===== src/psr_regs.vh =====
// Summary of operation
// - sensor-id register holds slot 6, 5, 4 ids at 14:10, 9:5, 4:0; bit 15 reserved.
// - six channel-1 earliest-start registers each hold a 12-bit start time in us.
// - channel-1 window end register holds a 12-bit end time in us.
// - monitoring and channel-2 config writes need odd parity over all 16 bits.
// - soft reset only on 0x5555 followed by 0xA5A5 in the very next transfer.
// - command 0x00FF clears channel-1 upstream buffer and its ready flag.
// - command 0xFF00 clears channel-2 upstream buffer and its ready flag.
// - command 0x1111 ends programming; configuration registers then refuse writes.
// - programming status reads 0 after lock, 1 after any reset or clock error.
// - 0x9999 enables self-test writes; setup register only during programming.
// - 0x9090 disables self-test writes; a status bit shows writability.
// - slot-1 format applies to all slots on init-data, simple monitoring or async.
// - channel-2 bit 13 selects sync step height, 0 low, 1 high.
// - channel-2 bit 12 makes the digital output an interrupt output.
// - channel-2 bits 11:10 pick off, standard (01) or simple (10) monitoring.
// - channel-2 bits 9:8 pick current limit: 00 19mA, 10 45mA, else 35mA.
// - channel-2 bit 7 stores sensor init data in a dedicated buffer.
// - channel-2 bits 6:4 give 1 to 6 slots, other codes give 3.
// - channel-2 bits 2:1 give bit rate: 01 189k, 10 83.3k, else 125k.
// - channel-2 bit 0 low is asynchronous, high is synchronous.
// - slots 1 to 4 each have check-type bit and length code 8..28, else 20 bits.
// - channel-2 register 2 bit 12 set disables the bootstrap circuit.
`ifndef PSR_REGS_VH
`define PSR_REGS_VH
// ****************************************
// register offsets
// ****************************************
`define PSR_OFS_SENSOR_ID 6'h16
`define PSR_OFS_ES_FIRST 6'h17
`define PSR_OFS_ES_LAST 6'h1C
`define PSR_OFS_WIN_END 6'h1D
`define PSR_OFS_DIRECT_CMD 6'h1E
`define PSR_OFS_CH2_MAIN 6'h1F
`define PSR_OFS_CH2_S12 6'h20
`define PSR_OFS_CH2_S34 6'h21
// ****************************************
// reset values
// ****************************************
`define PSR_RST_SENSOR_ID 16'h39AC
`define PSR_RST_ES1 16'h002C
`define PSR_RST_ES2 16'h00B5
`define PSR_RST_ES3 16'h8149
`define PSR_RST_ES456 16'h8000
`define PSR_RST_WIN_END 16'h81EC
`define PSR_RST_CH2_MAIN 16'h0181
`define PSR_RST_CH2_FMT 16'h0514
// ****************************************
// command codes
// ****************************************
`define PSR_CMD_UNLOCK 16'h5555
`define PSR_CMD_RESET 16'hA5A5
`define PSR_CMD_CLR_UP1 16'h00FF
`define PSR_CMD_CLR_UP2 16'hFF00
`define PSR_CMD_LOCK 16'h1111
`define PSR_CMD_ST_ON 16'h9999
`define PSR_CMD_ST_OFF 16'h9090
// ****************************************
// field positions
// ****************************************
`define PSR_F_CHECK_BIT 15
`define PSR_F_PULSE_HEIGHT 13
`define PSR_F_PIN_ROLE 12
`define PSR_F_MON_HI 11
`define PSR_F_MON_LO 10
`define PSR_F_ILIM_HI 9
`define PSR_F_ILIM_LO 8
`define PSR_F_INIT_DATA 7
`define PSR_F_SLOTS_HI 6
`define PSR_F_SLOTS_LO 4
`define PSR_F_RATE_HI 2
`define PSR_F_RATE_LO 1
`define PSR_F_SYNC 0
`define PSR_F_BOOT_OFF 12
`define PSR_TIME_HI 11
`define PSR_MON_STD 2'h1
`define PSR_MON_SIMPLE 2'h2
`define PSR_LEN_MIN 5'h08
`define PSR_LEN_MAX 5'h1C
`define PSR_LEN_DEF 5'h14
`define PSR_SLOTS_DEF 3'h3
`endif


===== src/psr_config_regs.v =====
`timescale 1ns/1ps
`include "psr_regs.vh"
module psr_config_regs (
  // clock, reset, enable
  input wire ref_clk_i,
  input wire rst_i,
  input wire ce_i,
  input wire clk_err_i,
  // register access, one strobe per transfer
  input wire wr_en_i,
  input wire rd_en_i,
  input wire [5:0] addr_i,
  input wire [15:0] wdata_i,
  output reg [15:0] rdata_o,
  output reg parity_err_o,
  output reg lock_refused_o,
  // commands and status
  output reg soft_reset_o,
  output reg ch1_upstream_clear_o,
  output reg ch2_upstream_clear_o,
  output wire prog_phase_o,
  output wire self_test_write_allowed_o,
  output wire self_test_setup_wr_en_o,
  output wire self_test_runtime_wr_en_o,
  // channel 1 slot ids and monitoring windows
  output wire [4:0] ch1_slot6_sensor_id_o,
  output wire [4:0] ch1_slot5_sensor_id_o,
  output wire [4:0] ch1_slot4_sensor_id_o,
  output wire [71:0] ch1_slot_start_time_o,
  output wire [11:0] ch1_window_end_time_o,
  // channel 2 configuration
  output wire ch2_pulse_height_select_o,
  output wire ch2_output_pin_role_o,
  output wire ch2_monitor_standard_o,
  output wire ch2_monitor_simple_o,
  output wire [1:0] ch2_current_limit_select_o,
  output wire ch2_store_init_data_o,
  output wire [2:0] ch2_slot_count_o,
  output wire [1:0] ch2_bit_rate_o,
  output wire ch2_synchronous_mode_o,
  output wire ch2_bootstrap_off_o,
  output wire [3:0] ch2_check_type_o,
  output wire [19:0] ch2_data_length_o
);

  // ****************************************
  // length decode
  // ****************************************
  function [4:0] psr_len;
    input [4:0] code;
    begin
      if (code >= `PSR_LEN_MIN && code <= `PSR_LEN_MAX)
        psr_len = code;
      else
        psr_len = `PSR_LEN_DEF;
    end
  endfunction

  // ****************************************
  // state
  // ****************************************
  reg clk_err_meta_r;
  reg clk_err_r;
  reg [15:0] sensor_id_r;
  reg [15:0] es_r [0:5];
  reg [15:0] win_end_r;
  reg [15:0] ch2_main_r;
  reg [15:0] ch2_s12_r;
  reg [15:0] ch2_s34_r;
  reg prog_r;
  reg st_en_r;
  reg st_setup_r;
  reg unlock_r;
  reg [15:0] rdata_nxt;
  integer i;

  wire access = wr_en_i | rd_en_i;
  wire cmd_wr = wr_en_i && addr_i == `PSR_OFS_DIRECT_CMD;
  wire odd_ok = ^wdata_i;
  wire in_es = addr_i >= `PSR_OFS_ES_FIRST && addr_i <= `PSR_OFS_ES_LAST;
  wire [5:0] es_idx = addr_i - `PSR_OFS_ES_FIRST;
  wire needs_par = in_es || addr_i == `PSR_OFS_WIN_END ||
    addr_i == `PSR_OFS_CH2_MAIN || addr_i == `PSR_OFS_CH2_S12 ||
    addr_i == `PSR_OFS_CH2_S34;
  wire cfg_addr = needs_par || addr_i == `PSR_OFS_SENSOR_ID;
  wire cfg_wr = wr_en_i && cfg_addr && prog_r && (odd_ok || !needs_par);
  wire do_soft_rst = cmd_wr && unlock_r && wdata_i == `PSR_CMD_RESET;
  // clock error behaves as a device reset for the programming state
  wire full_rst = rst_i || do_soft_rst || clk_err_r;

  // ****************************************
  // pin synchroniser
  // ****************************************
  always @(posedge ref_clk_i)
  begin
    if (rst_i)
    begin
      clk_err_meta_r <= 1'b0;
      clk_err_r <= 1'b0;
    end
    else if (ce_i)
    begin
      clk_err_meta_r <= clk_err_i;
      clk_err_r <= clk_err_meta_r;
    end
  end

  // ****************************************
  // configuration registers
  // ****************************************
  always @(posedge ref_clk_i)
  begin
    if (rst_i || (ce_i && do_soft_rst))
    begin
      sensor_id_r <= `PSR_RST_SENSOR_ID;
      es_r[0] <= `PSR_RST_ES1;
      es_r[1] <= `PSR_RST_ES2;
      es_r[2] <= `PSR_RST_ES3;
      for (i = 3; i < 6; i = i + 1)
        es_r[i] <= `PSR_RST_ES456;
      win_end_r <= `PSR_RST_WIN_END;
      ch2_main_r <= `PSR_RST_CH2_MAIN;
      ch2_s12_r <= `PSR_RST_CH2_FMT;
      ch2_s34_r <= `PSR_RST_CH2_FMT;
    end
    else if (ce_i && cfg_wr)
    begin
      if (addr_i == `PSR_OFS_SENSOR_ID)
        sensor_id_r <= {1'b0, wdata_i[14:0]};
      if (in_es)
        es_r[es_idx[2:0]] <= {wdata_i[15], 3'h0, wdata_i[11:0]};
      if (addr_i == `PSR_OFS_WIN_END)
        win_end_r <= {wdata_i[15], 3'h0, wdata_i[11:0]};
      if (addr_i == `PSR_OFS_CH2_MAIN)
        ch2_main_r <= {wdata_i[15], 1'b0, wdata_i[13:4], 1'b0, wdata_i[2:0]};
      if (addr_i == `PSR_OFS_CH2_S12)
        ch2_s12_r <= {3'h0, wdata_i[12:0]};
      if (addr_i == `PSR_OFS_CH2_S34)
        ch2_s34_r <= {4'h0, wdata_i[11:0]};
    end
  end

  // ****************************************
  // direct commands
  // ****************************************
  always @(posedge ref_clk_i)
  begin
    if (rst_i)
    begin
      prog_r <= 1'b1;
      st_en_r <= 1'b0;
      st_setup_r <= 1'b0;
      unlock_r <= 1'b0;
      soft_reset_o <= 1'b0;
      ch1_upstream_clear_o <= 1'b0;
      ch2_upstream_clear_o <= 1'b0;
    end
    else if (ce_i)
    begin
      soft_reset_o <= do_soft_rst;
      ch1_upstream_clear_o <= cmd_wr && wdata_i == `PSR_CMD_CLR_UP1;
      ch2_upstream_clear_o <= cmd_wr && wdata_i == `PSR_CMD_CLR_UP2;
      // any transfer other than the unlock drops the pending unlock
      if (access)
        unlock_r <= cmd_wr && wdata_i == `PSR_CMD_UNLOCK;
      if (full_rst)
      begin
        prog_r <= 1'b1;
        st_en_r <= 1'b0;
        st_setup_r <= 1'b0;
      end
      else if (cmd_wr)
      begin
        case (wdata_i)
          `PSR_CMD_LOCK:
          begin
            prog_r <= 1'b0;
            st_setup_r <= 1'b0;
          end
          `PSR_CMD_ST_ON:
          begin
            st_en_r <= 1'b1;
            st_setup_r <= prog_r;
          end
          `PSR_CMD_ST_OFF:
          begin
            st_en_r <= 1'b0;
            st_setup_r <= 1'b0;
          end
          default:
            st_en_r <= st_en_r;
        endcase
      end
    end
  end

  // ****************************************
  // read-back and error flags
  // ****************************************
  always @*
  begin
    rdata_nxt = 16'h0000;
    if (in_es)
      rdata_nxt = es_r[es_idx[2:0]];
    else
    begin
      case (addr_i)
        `PSR_OFS_SENSOR_ID: rdata_nxt = sensor_id_r;
        `PSR_OFS_WIN_END: rdata_nxt = win_end_r;
        `PSR_OFS_CH2_MAIN: rdata_nxt = ch2_main_r;
        `PSR_OFS_CH2_S12: rdata_nxt = ch2_s12_r;
        `PSR_OFS_CH2_S34: rdata_nxt = ch2_s34_r;
        default: rdata_nxt = 16'h0000;
      endcase
    end
  end

  always @(posedge ref_clk_i)
  begin
    if (rst_i)
    begin
      rdata_o <= 16'h0000;
      parity_err_o <= 1'b0;
      lock_refused_o <= 1'b0;
    end
    else if (ce_i)
    begin
      if (rd_en_i)
        rdata_o <= rdata_nxt;
      parity_err_o <= wr_en_i && needs_par && !odd_ok;
      lock_refused_o <= wr_en_i && cfg_addr && !prog_r;
    end
  end

  // ****************************************
  // decoded outputs
  // ****************************************
  assign prog_phase_o = prog_r;
  assign self_test_write_allowed_o = st_en_r;
  assign self_test_runtime_wr_en_o = st_en_r;
  assign self_test_setup_wr_en_o = st_en_r && st_setup_r && prog_r;

  assign ch1_slot6_sensor_id_o = sensor_id_r[14:10];
  assign ch1_slot5_sensor_id_o = sensor_id_r[9:5];
  assign ch1_slot4_sensor_id_o = sensor_id_r[4:0];
  genvar g;
  generate
    for (g = 0; g < 6; g = g + 1)
    begin : g_es
      assign ch1_slot_start_time_o[g*12 +: 12] =
        es_r[g][`PSR_TIME_HI:0];
    end
  endgenerate
  assign ch1_window_end_time_o = win_end_r[`PSR_TIME_HI:0];

  wire [1:0] mon = ch2_main_r[`PSR_F_MON_HI:`PSR_F_MON_LO];
  wire [1:0] ilim = ch2_main_r[`PSR_F_ILIM_HI:`PSR_F_ILIM_LO];
  wire [1:0] rate = ch2_main_r[`PSR_F_RATE_HI:`PSR_F_RATE_LO];
  wire [2:0] slots = ch2_main_r[`PSR_F_SLOTS_HI:`PSR_F_SLOTS_LO];

  assign ch2_pulse_height_select_o = ch2_main_r[`PSR_F_PULSE_HEIGHT];
  assign ch2_output_pin_role_o = ch2_main_r[`PSR_F_PIN_ROLE];
  assign ch2_monitor_standard_o = mon == `PSR_MON_STD;
  assign ch2_monitor_simple_o = mon == `PSR_MON_SIMPLE;
  // 0: 19 mA, 1: 35 mA, 2: 45 mA
  assign ch2_current_limit_select_o = (ilim == 2'h3) ? 2'h1 : ilim;
  assign ch2_store_init_data_o = ch2_main_r[`PSR_F_INIT_DATA];
  assign ch2_slot_count_o = (slots == 3'h0 || slots == 3'h7) ?
    `PSR_SLOTS_DEF : slots;
  // 0: 125 kb/s, 1: 189 kb/s, 2: 83.3 kb/s
  assign ch2_bit_rate_o = (rate == 2'h3) ? 2'h0 : rate;
  assign ch2_synchronous_mode_o = ch2_main_r[`PSR_F_SYNC];
  assign ch2_bootstrap_off_o = ch2_s12_r[`PSR_F_BOOT_OFF];

  // slot 1 overrides the others without touching the stored registers
  wire use_slot1 = ch2_store_init_data_o || ch2_monitor_simple_o ||
    !ch2_synchronous_mode_o;
  wire [23:0] fmt_raw = {ch2_s34_r[11:0], ch2_s12_r[11:0]};
  generate
    for (g = 0; g < 4; g = g + 1)
    begin : g_fmt
      wire [5:0] f = use_slot1 ? fmt_raw[5:0] : fmt_raw[g*6 +: 6];
      assign ch2_check_type_o[g] = f[5];
      assign ch2_data_length_o[g*5 +: 5] = psr_len(f[4:0]);
    end
  endgenerate

endmodule


===== config.mk =====
export PLATFORM = sky130hd
export DESIGN_NAME = psr_config_regs
export DESIGN_NICKNAME = d
export VERILOG_FILES = /design/src/psr_config_regs.v
export VERILOG_INCLUDE_DIRS = /design/src
export SDC_FILE = /design/constraint.sdc
export NUM_CORES = 1
export LEC_CHECK = 0
export ABC_AREA = 1
export BUFFER_PORTS_ARGS = -buffer_cell sky130_fd_sc_hd__clkbuf_2
export CORE_ASPECT_RATIO = 1.2
export CORE_MARGIN = 10
export CORE_UTILIZATION = 50
export CTS_CLUSTER_SIZE = 25
export DETAILED_ROUTE_END_ITERATION = 6
export GPL_TIMING_DRIVEN = 1
export PLACE_DENSITY = 0.8
export SYNTH_ARGS = -nofsm -noshare
export SYNTH_HDL_FRONTEND = slang
export SYNTH_SLANG_ARGS = --single-unit
export TNS_END_PERCENT = 30

===== constraint.sdc =====
create_clock -name ref_clk_i -period 5.4 [get_ports ref_clk_i]
set_clock_uncertainty 0.15 [all_clocks]
set_input_delay 0.81 -clock ref_clk_i [delete_from_list [all_inputs] [get_ports ref_clk_i]]
set_output_delay 0.81 -clock ref_clk_i [all_outputs]
set_load 0.02 [all_outputs]

; After elaboration in Yosys (flattened, before gate mapping)
; Memory sizes are Yosys's and may differ from the RTL's.
; Cells that the tools add are included.
[word_totals]
register_bits = 94
ramBits = 78
inputBits = 28
output_inout_bits = 162
wordCells = 133
mem_count = 1
[op_classes]
n_addsub = 1
order_cmp = 10
n_eq_ne = 18
mux = 30
bitwise_logic = 1
reduce_logical = 55
[memory_table]
columns = name, depth, word_bits, read_ports, rd_clocked_by_memory_dff, wr, line
row1 = es_r, 6, 13, 7, 0, 6, psr_config_regs.v:65  ; reg [15:0] es_r [0:5];
[ops]
columns = operator, count
row1 = 16-bit case mux with 5 select lines, 1
row2 = "16-bit == test, second input constant", 4
row3 = "6-bit by 5-bit == test with 1-bit output, second input constant", 4
row4 = 1-bit logical AND, 21
row5 = "5-bit by 4-bit greater-or-equal comparator with 1-bit output, second input constant", 4
row6 = "5-bit less-or-equal comparator, second input constant", 4
row7 = 5-bit 2-to-1 mux, 4
row8 = 6-bit 2-to-1 mux, 3
row9 = "16-bit by 13-bit == test with 1-bit output, second input constant", 1
row10 = "16-bit by 15-bit == test with 1-bit output, second input constant", 1
row11 = "16-bit by 8-bit == test with 1-bit output, second input constant", 1
row12 = 16-bit 2-to-1 mux, 1
row13 = 16-bit parity, 1
row14 = 1-bit 2-to-1 mux, 14
row15 = 2-bit AND reduction, 7
row16 = 13-bit 2-to-1 mux, 1
row17 = 13-bit OR reduction, 1
row18 = "6-bit == test, second input constant", 2
row19 = 1-bit logical OR, 12
row20 = 3-bit AND reduction, 3
row21 = "2-bit == test, second input constant", 3
row22 = "6-bit by 5-bit greater-or-equal comparator with 1-bit output, second input constant", 1
row23 = "6-bit by 5-bit less-or-equal comparator with 1-bit output, second input constant", 1
row24 = 3-bit 2-to-1 mux, 2
row25 = other kinds (11), 18

; Longest topological paths before layout
; Gate-level depths: netlist of the first run.
[depth]
ltp_word = 16
depth_mapped = 17
ltp_nobuf = 16

; Worst setup path after synthesis of the first run
; Ideal clock, no wire load.
[synth_path]
path_kind = input to register
from = in addr_i[0]
to = mem es_r[7][0] in the netlist's numbering, enable pin
arrival_ns = 3.304
required_ns = 4.863
path_slack_ns = 1.559
cell_stages = 12
cell_sequence = inv_1 -> clkbuf_1 -> clkbuf_1 -> ha_1 -> nand2_1 -> nor2_2 -> nand3_1 -> nand2_1 -> inv_2 -> clkbuf_1 -> clkbuf_1 -> a21oi_1
[synth_lines]
columns = element, line
row1 = "start, declared", psr_config_regs.v:12  ; input wire [5:0] addr_i,
row2 = "end, declared", psr_config_regs.v:65

; Final worst setup path of the first run
[layout_path]
from = reg ch2_main_r[10]
to = out ch2_data_length_o[5]
[layout_between]
elab_chain_len = 7
word_cells_on_any_way = 8
classes_between = 2 x order compare / 1 x eq/ne / 2 x mux / 3 x reduce/logical
[layout_rtl]
columns = element, line
row1 = "start, declared", psr_config_regs.v:67  ; reg [15:0] ch2_main_r;
row2 = "start signal, assigned", psr_config_regs.v:122  ; ch2_main_r <= `PSR_RST_CH2_MAIN;
row3 = "start signal, assigned", psr_config_regs.v:135  ; ch2_main_r <= {wdata_i[15], 1'b0, wdata_i[13:4], 1'b0, wdata_i[2:0]};
row4 = 2-bit == test (no source line) (*), --
row5 = 1-bit logical OR (*) (2 in a row), psr_config_regs.v:276  ; wire use_slot1 = ch2_store_init_data_o || ch2_monitor_simple_o ||
row6 = 6-bit 2-to-1 mux (*), psr_config_regs.v:282  ; wire [5:0] f = use_slot1 ? fmt_raw[5:0] : fmt_raw[g*6 +: 6];
row7 = 5-bit by 4-bit greater-or-equal comparator with 1-bit output (no source line) / 5-bit less-or-equal comparator (equally long branches), --
row8 = 1-bit logical AND (no source line), --
row9 = 5-bit 2-to-1 mux (*), psr_config_regs.v:52  ; if (code >= `PSR_LEN_MIN && code <= `PSR_LEN_MAX)
row10 = "end, declared", psr_config_regs.v:43  ; output wire [19:0] ch2_data_length_o
; Every way passes the cells marked *; elsewhere a longest branch is shown, timed or not.

==> results of run 1 <==
cell usage after synthesis (all sizes together):
master	count
nor2	242
a21boi	1
or2	1
ha	34
nor3	7
xnor2	2
a21oi	31
nand2	257
clkbuf	38
nand3b	1
clkinv	3
dfxtp	94
inv	113
a211oi	2
o22ai	10
o211ai	27
edfxtp	104
o2bb2ai	1
nor4	2
nand3	42
o221ai	28
a31oi	9
buf	103
nand4	23
a22oi	1
o21ai	106
power groups by stage:
| stage | Sequential (mW) | Combinational [mW] | Clock, mW |
|---|---|---|---|
| finish | 1.64 | 0.349 | 1.33 |
| global route | 1.64 | 0.376 | 1.39 |
| CTS | 1.64 | 0.345 | 1.33 |
| detailed placement | 1.67 | 0.343 | 0 |
| global placement | 1.67 | 0.334 | 0 |
| floorplan | 1.67 | 0.256 | 0 |
kinds of logic (layout without fill, tap and decap cells):
| kind of cell | count (synthesis) | after routing | synth area share |
|---|---|---|---|
| AOI/OAI and AO/OA | 216 | 216 | 0.123 |
| adders and majority gates | 34 | 34 | 0.0405 |
| xor gates and xnor gates | 2 | 2 | 0.00167 |
| DFF | 198 | 198 | 0.476 |
| and+or+nand+nor | 575 | 575 | 0.233 |
| buffers and inverters | 257 | 346 | 0.126 |
state kept, by name, indices dropped and copies added (netlist names), 12 cells and up:
name,cells
es_r,104
ch2_s12_r,13
sensor_id_r,15
ch2_main_r,14
rdata_o,16
ch2_s34_r,12
win_end_r,13
path summary, 6_finish.rpt:
check	startpoint	end
min reg2reg	clk_err_r$_SDFFE_PP0P_	clk_err_r$_SDFFE_PP0P_
max reg2reg	prog_phase_o$_SDFFE_PP1P_	es_r[0][9]$_SDFFCE_PN0P_
max	ch2_main_r[10]$_SDFFE_PP0P_	ch2_data_length_o[5]
min	clk_err_r$_SDFFE_PP0P_	clk_err_r$_SDFFE_PP0P_
routing by layer:
| layer | global-route usage | part of all wire |
|---|---|---|
| met2 | 0.414 | 0.49 |
| met4 | 0.0904 | 0.034 |
| met3 | 0.0612 | 0.12 |
| met1 | 0.282 | 0.36 |
| met5 | 0 | 0.00038 |
worst reg2reg max path: cells and delay by family (launching register included):
family | cells | cell delay [ns]
AND/OR/NAND/NOR | 5 | 1.82
flip-flops | 1 | 0.39
buffers and inverters | 1 | 0.15
final cells by class:
type	count	area share
flip-flops and latches	198	0.431
multi-input cells	827	0.362
repair buffers	198	0.0874
inverters	116	0.0375
clock buffers	17	0.0367
well taps	270	0.0291
clock inverters	15	0.0162
placed cells by master (no fill, tap or decap), drive strengths merged, types with 3 or more instances in the layout:
| cell type | n |
|---|---|
| edfxtp | 104 |
| o211ai | 27 |
| o21ai | 106 |
| clkinvlp | 3 |
| dfxtp | 94 |
| inv | 120 |
| ha | 34 |
| o22ai | 10 |
| buf | 9 |
| a31oi | 9 |
| nor3 | 7 |
| nand3 | 42 |
| clkinv | 6 |
| nand4 | 23 |
| a21oi | 31 |
| o221ai | 28 |
| nand2 | 257 |
| clkbuf | 206 |
| nor2 | 242 |
stage by stage:
stage / power [mW] / util
2_1_floorplan: 1.92 / -
3_3_place_gp: 2.01 / 0.528
3_5_place_dp: 2.02 / 0.528
4_1_cts: 3.31 / 0.557
5_1_grt: 3.41 / 0.557
6_report: 3.32 / 0.557
==> flow_metrics.env, run 1 <==
export IMPL_status="finished with violations"
export IMPL_violations="DRC"
export IMPL_drv_cap=0
export IMPL_seqPwrFrac=0.494
export IMPL_drc_errors=2
export IMPL_drt_iter0_markers=1271
export IMPL_placed_area_um2=11000
export IMPL_die_x_um=152
export IMPL_multi_input_area_um2=4200
export IMPL_critPathTopFamily="simple AND/OR/NAND/NOR gates"
export IMPL_grt_pass1_vias=8966
export IMPL_setup_viol=0
export IMPL_synth_avg_cell_area_um2=8.20
export IMPL_synth_top_area_share=0.297
export IMPL_cp_slowest_stage_delay_ns=0.64
export IMPL_cpMaxStageDelayCell="o21ai_0"
export IMPL_htree_levels=4
export IMPL_cp_end_kind="primary output"
export IMPL_whs_path_depth=2
export IMPL_yosysSeqAreaShare=0.476
export IMPL_setup_slack_ns=1.36
export IMPL_hold_path_class="register to register"
export IMPL_reg2reg_slack_ns=2.52
export IMPL_fin_crit_sh=0.749
export IMPL_fin_crit_ns=4.04
export IMPL_die_h_um=179
export IMPL_crit_arrival_ns=3.08
export IMPL_via_per_inst=5.77
export IMPL_p_int_mw=2.41
export IMPL_synth_top_area_cell="edfxtp_1"
export IMPL_post_route_cell_area_um2=11600
export IMPL_route_final_wire_length_um=33900
export IMPL_slew_headroom=0.248
export IMPL_dp_slack_ns=1.27
export IMPL_rsz0062_at_grt="no"
export IMPL_synth_nets=1344
export IMPL_grt_max_degree=68
export IMPL_p_clk_frac=0.401
export IMPL_postCtsSetupBuffers=0
export IMPL_syn_inst=1282
export IMPL_die_area_um2=27300
export IMPL_hold_violations=0
export IMPL_initial_core_util=0.505
export IMPL_path_clk_slew_ns=0.08
export IMPL_criticalPathCategory="register to primary output"
export IMPL_ioPinCount=190
export IMPL_grt_pass1_wl_um=51400
export IMPL_fillers=1881
export IMPL_combPwrFrac=0.105
export IMPL_cts_tree="done"
export IMPL_numCtsBuffers=17
export IMPL_slew_viol_final=0
export IMPL_grt_usage=0.240
export IMPL_first_pass_iters=7
export IMPL_required_ns=4.44
export IMPL_antenna_cells=0
export IMPL_ys_ff_latch=198
export IMPL_synth_cell_types=40
export IMPL_coreArea_um2=20800
export IMPL_overflow=0
export IMPL_crit_path_frequent_cell="nand2_1"
export IMPL_drive_gt1_frac=0.203
export IMPL_p_leak_nw=5.20
export IMPL_max_clock_freq_mhz=247
export IMPL_vias=9461
export IMPL_dp_cells=1609
export IMPL_ir_drop_v=0.000240
export IMPL_nets=1420
export IMPL_row_count=58
export IMPL_tns_ns=0
export IMPL_hold_buffers=0
export IMPL_cp_buffers_inverters=3
export IMPL_yosys_top_cells_area="edfxtp_1 (30%), dfxtp_1 (18%), nand2_1 (8.7%), nor2_1 (8.1%), buf_4 (6.4%)"
export IMPL_cts_root_buffer="clkbuf_16"
export IMPL_wl_per_cell_um=20.6
export IMPL_ctsResizeCount=0
export IMPL_tightest_slew_ns=1.13
export IMPL_final_cell_count_no_fill=1641
export IMPL_area_growth_pct=10.3
export IMPL_p_per_area_nw_per_um2=286
export IMPL_synth_area_um2=10500
export IMPL_reg2regPathDepth=6
export IMPL_crit_chain="inv_1 > nand2_1 > nand3_1 > o21ai_0 > inv_1 > nor3_1 > nand2_1 > nand2_1 > o21ai_1 > nor2_1 > clkbuf_2"
export IMPL_start_kind="register"
export IMPL_hold_ws_ns=0.315
export IMPL_detailed_place_hpwl_um=25400
export IMPL_sw_frac_of_total=0.274
export IMPL_gp_congestion=0.999
export IMPL_path_max_fanout=24
export IMPL_register_area_um2=5000
export IMPL_antenna_found_initial=1
export IMPL_final_antenna_net_count=0
export IMPL_cts_buffer_depth=2
export IMPL_crit_cells=11
export IMPL_synth_warnings=0
export IMPL_cts_sinks=198
export IMPL_port_buffers=189
export IMPL_power_switching_mw=0.910
export IMPL_clk_insertion_delay_late_ns=0.45
Note: power is estimated with default switching activity, not from simulation.
==> run 2, diff against run 1 <==
--- a/config.mk
+++ b/config.mk
@@ -14,7 +14,7 @@
 export CTS_CLUSTER_SIZE = 25
 export DETAILED_ROUTE_END_ITERATION = 6
 export GPL_TIMING_DRIVEN = 1
-export PLACE_DENSITY = 0.8
+export PLACE_DENSITY = 0.83
 export SYNTH_ARGS = -nofsm -noshare
 export SYNTH_HDL_FRONTEND = slang
 export SYNTH_SLANG_ARGS = --single-unit
==> constraint.sdc (replaced) <==
create_clock -name ref_clk_i -period 3.5 [get_ports ref_clk_i]
set_clock_uncertainty 0.15 [all_clocks]
set_input_delay 0.525 -clock ref_clk_i [delete_from_list [all_inputs] [get_ports ref_clk_i]]
set_output_delay 0.525 -clock ref_clk_i [all_outputs]
set_load 0.02 [all_outputs]
==> flow_metrics.env, run 2 (synthesis results as in run 1) <==
export IMPL_status="finished with violations"
export IMPL_violations="DRC"
export IMPL_via_per_inst=5.67
export IMPL_nets=1453
export IMPL_slew_viol_final=0
export IMPL_htree_levels=4
export IMPL_path_clk_slew_ns=0.08
export IMPL_setup_slack_ns=0.217
export IMPL_route_final_wire_length_um=34300
export IMPL_dp_cells=1642
export IMPL_cts_root_buffer="clkbuf_16"
export IMPL_rsz0062_at_grt="no"
export IMPL_initial_core_util=0.505
export IMPL_crit_chain="inv_1 > nand2_1 > nand3_1 > buf_4 > o21ai_0 > nand4_1 > nor2_1 > o22ai_1 > nor2_1 > clkbuf_2"
export IMPL_antenna_found_initial=0
export IMPL_drive_gt1_frac=0.221
export IMPL_final_util=0.568
export IMPL_path_max_fanout=17
export IMPL_area_growth_pct=12.4
export IMPL_detailed_place_hpwl_um=26000
export IMPL_dp_slack_ns=0.280
export IMPL_port_buffers=189
export IMPL_start_kind="register"
export IMPL_cpMaxStageDelayCell="o21ai_0"
export IMPL_drc_errors=4
export IMPL_fin_crit_sh=0.938
export IMPL_slew_headroom=0.507
export IMPL_ctsResizeCount=0
export IMPL_numCtsBuffers=17
export IMPL_ir_drop_v=0.000332
export IMPL_vias=9495
export IMPL_grt_pass1_wl_um=51700
export IMPL_grt_usage=0.240
export IMPL_grt_max_degree=68
export IMPL_tightest_slew_ns=0.740
export IMPL_hold_violations=0
export IMPL_overflow=0
export IMPL_hold_buffers=0
export IMPL_die_area_um2=27300
export IMPL_setup_viol=0
export IMPL_largest_reg_flops=104
export IMPL_final_antenna_net_count=0
export IMPL_cp_slowest_stage_delay_ns=0.45
export IMPL_crit_arrival_ns=2.61
export IMPL_p_per_area_nw_per_um2=423
export IMPL_criticalPathCategory="register to primary output"
export IMPL_reg_largest_list="es_r: 104 flops, rdata_o: 16 flops, sensor_id_r: 15 flops"
export IMPL_fin_crit_ns=3.28
export IMPL_coreArea_um2=20800
export IMPL_cts_tree="done"
export IMPL_antenna_cells=0
export IMPL_hold_path_class="input port to register"
export IMPL_tns_ns=0
export IMPL_row_count=58
export IMPL_gp_congestion=0.967
export IMPL_die_x_um=152
export IMPL_crit_path_frequent_cell="nor2_1"
export IMPL_grt_pass1_vias=9156
export IMPL_postCtsSetupBuffers=0
export IMPL_die_h_um=179
export IMPL_hold_ws_ns=0.168
export IMPL_max_clock_freq_mhz=305
export IMPL_cts_sinks=198
export IMPL_cp_end_kind="primary output"
export IMPL_first_pass_iters=7
export IMPL_p_leak_nw=5.35
export IMPL_layout_common_cells="nand2_1 (245), nor2_1 (226), clkbuf_2 (189)"
export IMPL_drv_cap=0
export IMPL_wl_per_cell_um=20.5
export IMPL_clk_insertion_delay_late_ns=0.44
export IMPL_required_ns=2.82
export IMPL_ioPinCount=190
export IMPL_final_cell_count_no_fill=1674
export IMPL_cts_buffer_depth=2
export IMPL_drt_iter0_markers=1135
export IMPL_layout_commonest_cell="nand2_1"
export IMPL_top_register="es_r"
[run 2: cell count changes in the layout (fill, tap and decap cells not counted), moves of 2 or more]
cell,delta
buf_12,+2
buf_4,+31
bufinv_16,-2
clkbuf_8,+2
clkinv_2,+2
clkinv_4,+3
clkinv_8,-2
clkinvlp_4,-2
inv_8,-3
[run 2: per-layer routing]
layer | up-vias | global-route usage | wire length (um)
li1 | 4382 | - | -
met3 | 120 | 0.0586 | 3420
met5 | - | 0 | 0
met4 | 0 | 0.124 | 1700
met1 | 4374 | 0.280 | 12700
met2 | 619 | 0.406 | 16400
[run 2: layout make-up]
| type | count | area [um^2] |
|---|---|---|
| tap | 270 | 338 |
| multi-input combinational | 827 | 4190 |
| timing repair buffer | 231 | 1290 |
| sequential | 198 | 5000 |
| inverter | 116 | 435 |
| clock inverter | 11 | 88.8 |
| clock buffer | 21 | 482 |
| fill | 1831 | 9000 |
[run 2: metrics by stage]
stage | power (mW) | cell area (um^2)
global placement | 3.12 | 11300
detailed placement | 3.13 | 11300
finish | 5.01 | 11800
global route | 5.14 | 11800
floorplan | 2.96 | 10500
CTS | 5.00 | 11800
[run 2: where the power goes]
group,switching [mW],total [mW],internal [mW]
Clock,0.911,1.92,1.01
Sequential,0.0415,2.53,2.49
Combinational,0.400,0.556,0.155
Total,1.35,5.01,3.65
[run 2: final timing paths]
| check | from | cells past startpoint | to | slack (ns) |
|---|---|---|---|---|
| max | ch2_main_r[10]$_SDFFE_PP0P_ | 10 | ch2_data_length_o[13] | 0.22 |
| min | clk_err_i | 3 | clk_err_meta_r$_SDFFE_PP0P_ | 0.17 |
| max reg2reg | prog_phase_o$_SDFFE_PP1P_ | 7 | es_r[1][10]$_SDFFCE_PN0P_ | 1.12 |
| min reg2reg | clk_err_r$_SDFFE_PP0P_ | 2 | clk_err_r$_SDFFE_PP0P_ | 0.32 |
[run 2: critical path, delay by kind of cell, from the launching register on]
kind | cells | cell delay [ns]
buf+inv | 3 | 0.53
compound gates | 2 | 0.56
simple gates | 5 | 0.77
flops | 1 | 0.31
